File: src/hdl/tcpu_consts.svh
// register offsets, field positions, reset values and sizes of the timer unit
`ifndef TCPU_CONSTS_SVH
`define TCPU_CONSTS_SVH
// ----------------------------------------------------------------------
// register byte offsets
// ----------------------------------------------------------------------
`define TCPU_OFF_CTRL     8'h00
`define TCPU_OFF_INSEL    8'h04
`define TCPU_OFF_PERIOD   8'h08
`define TCPU_OFF_COMPARE  8'h0c
`define TCPU_OFF_COUNTER  8'h10
`define TCPU_OFF_CAPTURE  8'h14
`define TCPU_OFF_INTSTAT  8'h18
`define TCPU_OFF_INTMASK  8'h1c
`define TCPU_OFF_PRESCALE 8'h20
// ----------------------------------------------------------------------
// field positions
// ----------------------------------------------------------------------
`define TCPU_CTRL_EN      0
`define TCPU_CTRL_DIR_LO  1
`define TCPU_CTRL_FUNC_LO 3
`define TCPU_CTRL_SRC     5
`define TCPU_INSEL_CNT_LO 0
`define TCPU_INSEL_CAP_LO 2
`define TCPU_ST_UNDER     0
`define TCPU_ST_OVER      1
`define TCPU_ST_MATCH     2
`define TCPU_ST_CAPT      3
// ----------------------------------------------------------------------
// reset values and sizes
// ----------------------------------------------------------------------
`define TCPU_RST_CTRL     6'h00
`define TCPU_RST_INSEL    4'h0
`define TCPU_RST_PERIOD   16'hffff
`define TCPU_RST_COMPARE  16'h0000
`define TCPU_RST_PRESCALE 16'h0000
`define TCPU_MAX_UNITS    4
`define TCPU_NUM_IN       2
`endif

File: src/hdl/tcpu_pkg.sv
// types shared by the timer unit files
package tcpu_pkg;
   typedef enum logic [1:0] {
      TCPU_DIR_UP   = 2'b00,
      TCPU_DIR_DOWN = 2'b01,
      TCPU_DIR_UPDN = 2'b10
   } tcpu_dir_t;

   typedef enum logic [1:0] {
      TCPU_FN_TIMER = 2'b00,
      TCPU_FN_PWM   = 2'b01,
      TCPU_FN_CAPT  = 2'b10
   } tcpu_func_t;

   typedef enum logic [1:0] {
      TCPU_EDGE_RISE = 2'b00,
      TCPU_EDGE_FALL = 2'b01,
      TCPU_EDGE_BOTH = 2'b10,
      TCPU_EDGE_PASS = 2'b11
   } tcpu_edge_t;

   // per-input synchroniser and event state
   typedef struct packed {
      logic s1;
      logic s2;
      logic s3;
      logic filt;
      logic evt;
   } tcpu_sync_t;

   // state of the timer unit outside the input synchronisers
   typedef struct packed {
      logic [5:0]  ctrl;
      logic [3:0]  insel;
      logic [15:0] period;
      logic [15:0] compare;
      logic [15:0] cnt;
      logic [15:0] cap;
      logic [3:0]  stat;
      logic [3:0]  mask;
      logic [15:0] presc;
      logic [15:0] div;
      logic        down;
      logic        unf;
      logic        ovf;
      logic        match;
      logic        pwm;
      logic        irq;
      logic [31:0] prdata;
      logic        pready;
      logic        pslverr;
   } tcpu_state_t;
endpackage

File: src/hdl/tcpu_top.sv
// timer, counter and pwm unit with apb register access
`timescale 1ns/1ps
`include "tcpu_consts.svh"
module tcpu_top #(
   parameter int UNIT_ID = 0
) (
   input  wire logic        core_clk,
   input  wire logic        rst_n,
   input  wire logic        psel,
   input  wire logic        penable,
   input  wire logic        pwrite,
   input  wire logic [7:0]  paddr,
   input  wire logic [31:0] pwdata,
   output logic      [31:0] prdata,
   output logic             pready,
   output logic             pslverr,
   input  wire logic        countIn,
   input  wire logic        captureIn,
   output logic             underflowOut,
   output logic             overflowOut,
   output logic             matchOut,
   output logic             pwmOut,
   output logic             irqOut
);
   // ----------------------------------------------------------------------
   // instance independence
   // ----------------------------------------------------------------------
   // no state is shared, so any number of copies run fully independent; UNIT_ID only names one

   // ----------------------------------------------------------------------
   // input conditioning
   // ----------------------------------------------------------------------
   tcpu_pkg::tcpu_state_t stR;
   tcpu_pkg::tcpu_state_t stNxt;
   logic [1:0]            inEvt;

   tcpu_in_cond u_in (
      .core_clk (core_clk),
      .rst_n    (rst_n),
      .pinIn    ({captureIn, countIn}),
      .modeSel  (stR.insel),
      .eventOut (inEvt)
   );

   // ----------------------------------------------------------------------
   // next-state logic
   // ----------------------------------------------------------------------
   logic                 enable;
   logic                 useInput;
   logic                 presTick;
   logic                 tick;
   logic                 wrAcc;
   logic                 rdSetup;
   logic                 mapped;
   logic [3:0]           setBits;
   logic [3:0]           clrBits;
   tcpu_pkg::tcpu_dir_t  dir;
   tcpu_pkg::tcpu_func_t func;

   assign enable   = stR.ctrl[`TCPU_CTRL_EN];
   assign useInput = stR.ctrl[`TCPU_CTRL_SRC];
   assign dir      = tcpu_pkg::tcpu_dir_t'(stR.ctrl[`TCPU_CTRL_DIR_LO +: 2]);
   assign func     = tcpu_pkg::tcpu_func_t'(stR.ctrl[`TCPU_CTRL_FUNC_LO +: 2]);
   assign presTick = (stR.div == stR.presc);
   assign tick     = enable & (useInput ? inEvt[0] : presTick);
   assign wrAcc    = psel & penable & stR.pready & pwrite;
   assign rdSetup  = psel & ~penable;

   // address decode
   always_comb begin
      unique case (paddr)
         `TCPU_OFF_CTRL, `TCPU_OFF_INSEL, `TCPU_OFF_PERIOD, `TCPU_OFF_COMPARE,
         `TCPU_OFF_COUNTER, `TCPU_OFF_CAPTURE, `TCPU_OFF_INTSTAT,
         `TCPU_OFF_INTMASK, `TCPU_OFF_PRESCALE: mapped = 1'b1;
         default: mapped = 1'b0;
      endcase
   end

   always_comb begin
      stNxt = stR;
      setBits = 4'h0;
      clrBits = 4'h0;
      stNxt.unf = 1'b0;
      stNxt.ovf = 1'b0;
      stNxt.match = 1'b0;

      // prescaler gives one-cycle tick enables
      if (!enable || presTick) begin
         stNxt.div = 16'h0000;
      end else begin
         stNxt.div = stR.div + 16'h0001;
      end

      // counter in the selected direction
      if (tick) begin
         unique case (dir)
            tcpu_pkg::TCPU_DIR_UP: begin
               if (stR.cnt >= stR.period) begin
                  stNxt.cnt = 16'h0000;
                  stNxt.ovf = 1'b1;
               end else begin
                  stNxt.cnt = stR.cnt + 16'h0001;
               end
            end
            tcpu_pkg::TCPU_DIR_DOWN: begin
               if (stR.cnt == 16'h0000) begin
                  stNxt.cnt = stR.period;
                  stNxt.unf = 1'b1;
               end else begin
                  stNxt.cnt = stR.cnt - 16'h0001;
               end
            end
            tcpu_pkg::TCPU_DIR_UPDN: begin
               if (!stR.down && stR.cnt >= stR.period) begin
                  stNxt.down = 1'b1;
                  stNxt.ovf = 1'b1;
                  stNxt.cnt = (stR.period == 16'h0000) ? 16'h0000 : stR.cnt - 16'h0001;
               end else if (stR.down && stR.cnt == 16'h0000) begin
                  stNxt.down = 1'b0;
                  stNxt.unf = 1'b1;
                  stNxt.cnt = (stR.period == 16'h0000) ? 16'h0000 : 16'h0001;
               end else if (stR.down) begin
                  stNxt.cnt = stR.cnt - 16'h0001;
               end else begin
                  stNxt.cnt = stR.cnt + 16'h0001;
               end
            end
            default: begin
               stNxt.cnt = stR.cnt;
            end
         endcase
         stNxt.match = (stNxt.cnt == stR.compare);
      end

      // capture on the selected capture event
      if (enable && func == tcpu_pkg::TCPU_FN_CAPT && inEvt[1]) begin
         stNxt.cap = stR.cnt;
         setBits[`TCPU_ST_CAPT] = 1'b1;
      end

      // pwm output high while counter is below compare
      stNxt.pwm = enable && func == tcpu_pkg::TCPU_FN_PWM && (stNxt.cnt < stR.compare);

      setBits[`TCPU_ST_UNDER] = stNxt.unf;
      setBits[`TCPU_ST_OVER]  = stNxt.ovf;
      setBits[`TCPU_ST_MATCH] = stNxt.match;

      // register writes take effect at the access edge
      if (wrAcc) begin
         unique case (paddr)
            `TCPU_OFF_CTRL:     stNxt.ctrl = pwdata[5:0];
            `TCPU_OFF_INSEL:    stNxt.insel = pwdata[3:0];
            `TCPU_OFF_PERIOD:   stNxt.period = pwdata[15:0];
            `TCPU_OFF_COMPARE:  stNxt.compare = pwdata[15:0];
            `TCPU_OFF_COUNTER:  stNxt.cnt = pwdata[15:0];
            `TCPU_OFF_INTSTAT:  clrBits = pwdata[3:0];
            `TCPU_OFF_INTMASK:  stNxt.mask = pwdata[3:0];
            `TCPU_OFF_PRESCALE: stNxt.presc = pwdata[15:0];
            default: ;
         endcase
      end
      if (wrAcc && paddr == `TCPU_OFF_CTRL && !pwdata[`TCPU_CTRL_EN]) begin
         stNxt.down = 1'b0; // restart up/down pattern rising
      end

      // sticky status: a new event wins over a write-one clear
      stNxt.stat = (stR.stat & ~clrBits) | setBits;
      stNxt.irq = |(stNxt.stat & stNxt.mask);

      // read data and answer prepared in the setup cycle
      stNxt.pready = rdSetup;
      stNxt.pslverr = rdSetup & ~mapped;
      stNxt.prdata = 32'h0000_0000;
      if (rdSetup && !pwrite) begin
         unique case (paddr)
            `TCPU_OFF_CTRL:     stNxt.prdata = {26'h0, stR.ctrl};
            `TCPU_OFF_INSEL:    stNxt.prdata = {28'h0, stR.insel};
            `TCPU_OFF_PERIOD:   stNxt.prdata = {16'h0, stR.period};
            `TCPU_OFF_COMPARE:  stNxt.prdata = {16'h0, stR.compare};
            `TCPU_OFF_COUNTER:  stNxt.prdata = {16'h0, stR.cnt};
            `TCPU_OFF_CAPTURE:  stNxt.prdata = {16'h0, stR.cap};
            `TCPU_OFF_INTSTAT:  stNxt.prdata = {28'h0, stR.stat};
            `TCPU_OFF_INTMASK:  stNxt.prdata = {28'h0, stR.mask};
            `TCPU_OFF_PRESCALE: stNxt.prdata = {16'h0, stR.presc};
            default:            stNxt.prdata = 32'h0000_0000;
         endcase
      end
   end

   // ----------------------------------------------------------------------
   // state register
   // ----------------------------------------------------------------------
   always_ff @(posedge core_clk or negedge rst_n) begin
      if (!rst_n) begin
         stR         <= '0;
         stR.ctrl    <= `TCPU_RST_CTRL;
         stR.insel   <= `TCPU_RST_INSEL;
         stR.period  <= `TCPU_RST_PERIOD;
         stR.compare <= `TCPU_RST_COMPARE;
         stR.presc   <= `TCPU_RST_PRESCALE;
      end else begin
         stR <= stNxt;
      end
   end

   // outputs straight from the state register
   assign prdata       = stR.prdata;
   assign pready       = stR.pready;
   assign pslverr      = stR.pslverr;
   assign underflowOut = stR.unf;
   assign overflowOut  = stR.ovf;
   assign matchOut     = stR.match;
   assign pwmOut       = stR.pwm;
   assign irqOut       = stR.irq;
endmodule // tcpu_top

File: src/hdl/tcpu_in_cond.sv
// input conditioning: pin synchronisers and edge or level event selection
`timescale 1ns/1ps
`include "tcpu_consts.svh"
module tcpu_in_cond (
   input  wire logic                      core_clk,
   input  wire logic                      rst_n,
   input  wire logic [`TCPU_NUM_IN-1:0]   pinIn,
   input  wire logic [2*`TCPU_NUM_IN-1:0] modeSel,
   output logic      [`TCPU_NUM_IN-1:0]   eventOut
);
   genvar gi;
   generate
      for (gi = 0; gi < `TCPU_NUM_IN; gi++) begin : g_in
         tcpu_pkg::tcpu_sync_t syncR;
         tcpu_pkg::tcpu_sync_t syncNxt;
         tcpu_pkg::tcpu_edge_t mode;
         logic                 newFilt;

         assign mode = tcpu_pkg::tcpu_edge_t'(modeSel[2*gi +: 2]);

         // three stages; a change counts once stages two and three agree
         always_comb begin
            syncNxt = syncR;
            syncNxt.s1 = pinIn[gi];
            syncNxt.s2 = syncR.s1;
            syncNxt.s3 = syncR.s2;
            newFilt = (syncR.s2 == syncR.s3) ? syncR.s3 : syncR.filt;
            syncNxt.filt = newFilt;
            unique case (mode)
               tcpu_pkg::TCPU_EDGE_RISE: syncNxt.evt = newFilt & ~syncR.filt;
               tcpu_pkg::TCPU_EDGE_FALL: syncNxt.evt = ~newFilt & syncR.filt;
               tcpu_pkg::TCPU_EDGE_BOTH: syncNxt.evt = newFilt ^ syncR.filt;
               tcpu_pkg::TCPU_EDGE_PASS: syncNxt.evt = newFilt;
            endcase
         end

         // register the state
         always_ff @(posedge core_clk or negedge rst_n) begin
            if (!rst_n) begin
               syncR <= '0;
            end else begin
               syncR <= syncNxt;
            end
         end

         assign eventOut[gi] = syncR.evt;
      end
   endgenerate
endmodule // tcpu_in_cond

File: config.mk
export PLATFORM = sky130hd
export DESIGN_NAME = tcpu_top
export DESIGN_NICKNAME = d
export VERILOG_FILES = /design/src/hdl/tcpu_pkg.sv /design/src/hdl/tcpu_top.sv /design/src/hdl/tcpu_in_cond.sv
export VERILOG_INCLUDE_DIRS = /design/src /design/src/hdl
export SDC_FILE = /design/constraint.sdc
export NUM_CORES = 1
export LEC_CHECK = 0
export ABC_AREA = 0
export BUFFER_PORTS_ARGS = -buffer_cell sky130_fd_sc_hd__buf_2
export CORE_ASPECT_RATIO = 2
export CORE_UTILIZATION = 55
export DETAILED_ROUTE_END_ITERATION = 10
export GPL_TIMING_DRIVEN = 0
export PLACE_DENSITY = 0.87
export SETUP_SLACK_MARGIN = 0.1
export SYNTH_ARGS = -nofsm -noshare
export SYNTH_HDL_FRONTEND = slang
export SYNTH_HIERARCHICAL = 1
export SYNTH_SLANG_ARGS = --single-unit
File: constraint.sdc
create_clock -name core_clk -period 4.3 [get_ports core_clk]
set_clock_uncertainty 0.1 [all_clocks]
set_input_delay 0.43 -clock core_clk [delete_from_list [all_inputs] [get_ports core_clk]]
set_output_delay 0.43 -clock core_clk [all_outputs]
set_load 0.01 [all_outputs]
After elaboration in Yosys (flattened, before gate mapping)
Index checks and enable logic that the tools add are counted.
{"block": "word_totals", "inputBits": 47, "mem_bits_ro": 0, "n_memories": 0, "regBits": 164, "word_cells": 147, "out_inout_bits": 39, "latch_bits": 0, "ram_bits": 0}
{"block": "classes", "shift": 0, "n_reduce_logical": 31, "muxes": 38, "n_bitwise": 22, "addsub": 3, "n_eq_ne": 22, "n_div": 0, "magnitude_cmp": 2, "mul": 0}
{"cell": "two-way mux 16 bit", "n": 13}
{"cell": "one-hot mux 16 bit (9 select lines)", "n": 1}
{"cell": "one-hot mux 16 bit (3 select lines)", "n": 1}
{"cell": "adder 16 x 1 -> 16 bit (second input constant)", "n": 2}
{"cell": "equality test 16 bit", "n": 2}
{"cell": "equality test 8 x 5 -> 1 bit (second input constant)", "n": 4}
{"cell": "logical NOT 16 bit", "n": 2}
{"cell": "two-way mux 20 bit", "n": 1}
{"cell": "equality test 8 x 4 -> 1 bit (second input constant)", "n": 2}
{"cell": "greater-or-equal comparator 16 bit", "n": 1}
{"cell": "< comparator 16 bit", "n": 1}
{"cell": "two-way mux 4 bit", "n": 4}
{"cell": "subtractor 16 x 1 -> 16 bit (second input constant)", "n": 1}
{"cell": "two-way mux 1 bit", "n": 13}
{"cell": "equality test 2 bit (second input constant)", "n": 6}
{"cell": "AND 1 bit", "n": 10}
{"cell": "AND reduction 2 bit", "n": 5}
{"cell": "logical AND 1 bit", "n": 9}
{"cell": "OR reduction 9 bit", "n": 1}
{"cell": "AND 4 bit", "n": 2}
{"cell": "equality test 2 x 1 -> 1 bit (second input constant)", "n": 4}
{"cell": "equality test 8 x 3 -> 1 bit (second input constant)", "n": 1}
{"cell": "equality test 8 x 6 -> 1 bit (second input constant)", "n": 1}
{"cell": "logical NOT 8 bit", "n": 1}
{"cell": "other kinds (15)", "n": 30}

Depth between registers and ports, before layout
{"block": "logic_depth", "ltp_word": 11, "depth_mapped": 22, "depth_no_buf": 19}

Modules after synthesis
Netlist, hierarchy kept.
{"mod": "tcpu_top", "cells_each": 1011, "area_each_um2": 9380.2, "seq_area_each_um2": 3473.3, "instances": 1}
{"mod": "tcpu_in_cond", "cells_each": 29, "area_each_um2": 402.9, "seq_area_each_um2": 250.2, "instances": 1}

Worst setup path after synthesis
No wires, ideal clock.
{"block": "synth_timing", "path_type": "reg-to-reg", "startpoint": "register stR[141] (netlist name)", "endpoint": "register stR, in the netlist pwmOut", "period_less_slack_ns": 4.062, "path_stages_with_launch": 21, "arrival_ns": 3.895, "setup_ns": 0.066, "setup_slack_ns": 0.238, "path_buffers": 1, "path_cell_list": "dfstp_2 > inv_1 > ha_1 > a21o_1 > a21o_1 > a22o_1 > or4_4 > buf_6 > nor2_1 > o32ai_2 > o21ai_0 > ha_1 > a21o_1 > a21oi_1 > nor2b_1 > o21ai_0 > nand2b_1 > a21oi_1 > nor2b_1 > o21ai_0 > o311a_1"}
{"item": "start, declared", "line": "tcpu_top.sv:33", "text": "tcpu_pkg::tcpu_state_t stR;"}
{"item": "start signal, assigned", "line": "tcpu_top.sv:202", "text": "stR <= stNxt;"}

==> flow_summary.yaml <==
clock_tree:
  cts-buffers-inserted: 17
  worstSkewPairLatency_ns: 0.44
  path_clk_slew_ns: 0.06
  root_buffer: "clkbuf_16"
  clkSinkCount: 148
  htreeDepth: 4
  clockBufferDepth: 2
  cts_tree: "yes"
sta:
  drv_slew: 0
  finalSetupViolations: 1
  setup-tns-final_ns: -0.142
  timing.final.crit_period_ns: 4.44
  max_clock_freq_mhz: 225
  hold_viol_final: 0
  fin_crit_sh_pct: 103
  tightest_slew_ns: 1.31
  worst_slack_ns: -0.142
  slew_headroom_pct: 12.0
  rsz0062_at_grt: "yes"
placement:
  place_inst: 1318
  io_buffer_count: 52
  dp_slack_ns: -1.03
  place.gp.congestion: 1.04
  hpwl_um: 28300
final_layout:
  area_growth_pct: 22.6
  nFillCells: 1305
  drive_gt1_share_pct: 31.2
  instances_no_fill: 1407
  antenna_cells: 0
  multi_input_area_um2: 5900
  seq_area_um2: 3720
  fin_nets: 1271
floorplan:
  rows: 68
  die_width_um: 96.3
  start_util_pct: 56.4
  ios: 86
  die_h_um: 191
  dieArea_um2: 18400
  core_area_um2: 17400
hold_path:
  min_delay_path_depth: 1
  min_path_type: "primary input to flop"
routing:
  wl_met2_um: 19300
  wirelength_um: 40900
  drc_errors: 0
  drt-vias-per-instance: 6.97
  highest_layer: "met5"
  avgRoutedWirePerCell_um: 29.1
  vias: 9803
  drt_iter0_drc: 1118
  first_pass_iters: 11
  wl_met1_um: 12200
  wl_met3_um: 4410
  postRouteAntennaNets: 0
synthesis:
  netlist_area_um2: 9780
  ys_seq_area_share_pct: 38.1
  yosysWarnings: 6
  yosys-top-cells-count: "132 x dfrtp_1, 100 x nand2_1, 71 x mux2_2, 69 x nor2_1, 63 x o21ai_0"
  syn_inst: 1040
  synth_edf_count: 0
  synth_ff_type: "dfrtp_1"
  yosysTopAreaCell: "dfrtp_1"
  yosysTopAreaCellShare_pct: 33.8
  avgSynthCellArea_um2: 9.41
  synth-seq-cells: 148
  synth_area_leaders: "dfrtp_1 34%, mux2_2 8.2%, ha_1 5.1%, dfstp_2 4.3%, nand2_1 3.8%"
  synth_cell_types: 91
  yosysMostFrequentCell: "dfrtp_1"
  synthArstFlopShare_pct: 100
flow_run:
  max-cap-violations: 0
power:
  p_per_area_nw_per_um2: 322
  power_uw: 3860
  power_frac_clock_pct: 39.5
  p_seq_share_pct: 37.1
  peakVddDrop_mv: 0.348
  p_int_uw: 2650
  comb_power_share_pct: 23.3
  p_leak_uw: 0.00549
  switching_share_pct: 31.4
  p_sw_uw: 1210
global_route:
  grt_pass1_vias: 10000
  antenna_found_initial: 1
  grt_overflow_total: 0
  grt_max_degree: 83
  track_usage_pct: 46.9
  grt_pass1_wl_um: 60400
setup_path:
  worstPathRequired_ns: 4.55
  cp_max_fo: 4
  cp-end-kind: "flop"
  cp.arrival_ns: 4.69
  worstSetupPathType: "flop to flop"
  start_kind: "flop"
  worst-r2r-cell-count: 20
status:
  violations: "negative setup slack"
  outcome: "complete, but fails checks"
## worst paths after layout
| path | startpoint | to | slack (ns) |
|---|---|---|---|
| max in group asynchronous | rst_n | stR[131] | 2.75 |
| min reg2reg | u_in/g_in[0].syncNxt[3] | u_in/g_in[0].syncNxt[2] | 0.27 |
| min in group asynchronous | rst_n | prdata[8] | 0.52 |
| max reg2reg | stR[129] | pwmOut | -0.14 |
| min | captureIn | u_in/g_in[1].syncNxt[3] | 0.006 |
| max | stR[129] | pwmOut | -0.14 |
## cell families (layout without fill, tap and decap cells)
logic type | Yosys count | after routing | synth area share [%]
adders and majority gates | 44 | 44 | 5.54
DFF | 148 | 148 | 38.1
AOI/OAI and AO/OA | 250 | 250 | 18.3
buffers and inverters | 143 | 285 | 7.37
muxes | 80 | 80 | 9.22
and+or+nand+nor | 316 | 316 | 16.3
xor gates and xnor gates | 58 | 58 | 5.19
other | 1 | 16 | 0.0383
## power groups by stage
stage | Sequential, uW | Combinational [uW] | Clock (uW)
2_1_floorplan | 1450 | 401 | 0
3_3_place_gp | 1450 | 622 | 0
3_5_place_dp | 1460 | 626 | 0
4_1_cts | 1430 | 778 | 1520
5_1_grt | 1430 | 934 | 1570
6_report | 1430 | 900 | 1530
## cell usage in the layout, fill, tap and decap left out, types with 20 or more instances in the layout
cell type | Yosys | layout
mux2_2 | 71 | 71
xor2_1 | 34 | 34
dfrtp_1 | 132 | 132
nand2_1 | 100 | 99
buf_2 | 10 | 58
clkbuf_1 | 38 | 35
nor2_1 | 69 | 65
a21oi_1 | 52 | 39
o21ai_0 | 63 | 54
ha_1 | 40 | 30
inv_1 | 53 | 50
nand4_1 | 20 | 20
nor3_1 | 24 | 21
xnor2_1 | 24 | 24
buf_4 | 35 | 87
nand3_1 | 22 | 22
## area by class of cell
class / count / area share (%)
clock buffer: 19 / 3.78
multi-input combinational: 764 / 49.2
sequential: 148 / 31.0
tap: 210 / 2.19
buffer: 90 / 4.60
timing repair buffer: 110 / 6.29
inverter: 53 / 1.69
clock inverter: 13 / 1.24
## registers in the layout, indices dropped and copies added (netlist names), 2 cells and up
signal / count
u_in/g_in.syncR: 4
dir: 2
func: 2
u_in/eventOut: 2
prdata: 16
u_in/g_in.syncNxt: 4
stR: 110
## worst max-delay path: stages (launching register included)
cell,delay [ns]
dfstp_2,0.55
inv_1,0.04
ha_1,0.28
nor2b_2,0.16
o211ai_1,0.16
buf_4,0.16
a2111oi_4,0.09
buf_6,0.16
buf_4,0.14
buf_4,0.14
nor4_4,0.62
a22o_1,0.34
a31oi_1,0.09
o22ai_2,0.28
ha_1,0.31
o21ai_1,0.09
nand2b_1,0.08
a21oi_2,0.13
nor2b_1,0.06
o21ai_1,0.12
o311a_1,0.25
## metal layers
layer,up-vias,track usage [%]
met4,2,44.0
met2,806,73.2
met1,4609,46.9
li1,4046,-
met5,-,0
met3,340,16.6
## metrics by stage
step,hold WS [ns],instance area (um2),util (%)
5_1_grt,0.00363,12000,69.1
2_1_floorplan,0.0344,9840,-
4_1_cts,0.00379,11700,67.4
3_3_place_gp,0.239,10400,59.7
3_5_place_dp,0.255,10400,59.9
6_report,0.00638,12000,69.1
## what timing repair did
item | in CTS | in global routing
resized for setup | 75 | 49
setup buffers | 43 | 12
pin swaps | 29 | 26
hold buffers | 2 | 0
gates cloned | 0 | 0
setup endpoints to repair | 4 | 4
endpoints found under the hold margin | 67 | 0
Note: power is estimated with default switching activity, not from simulation.
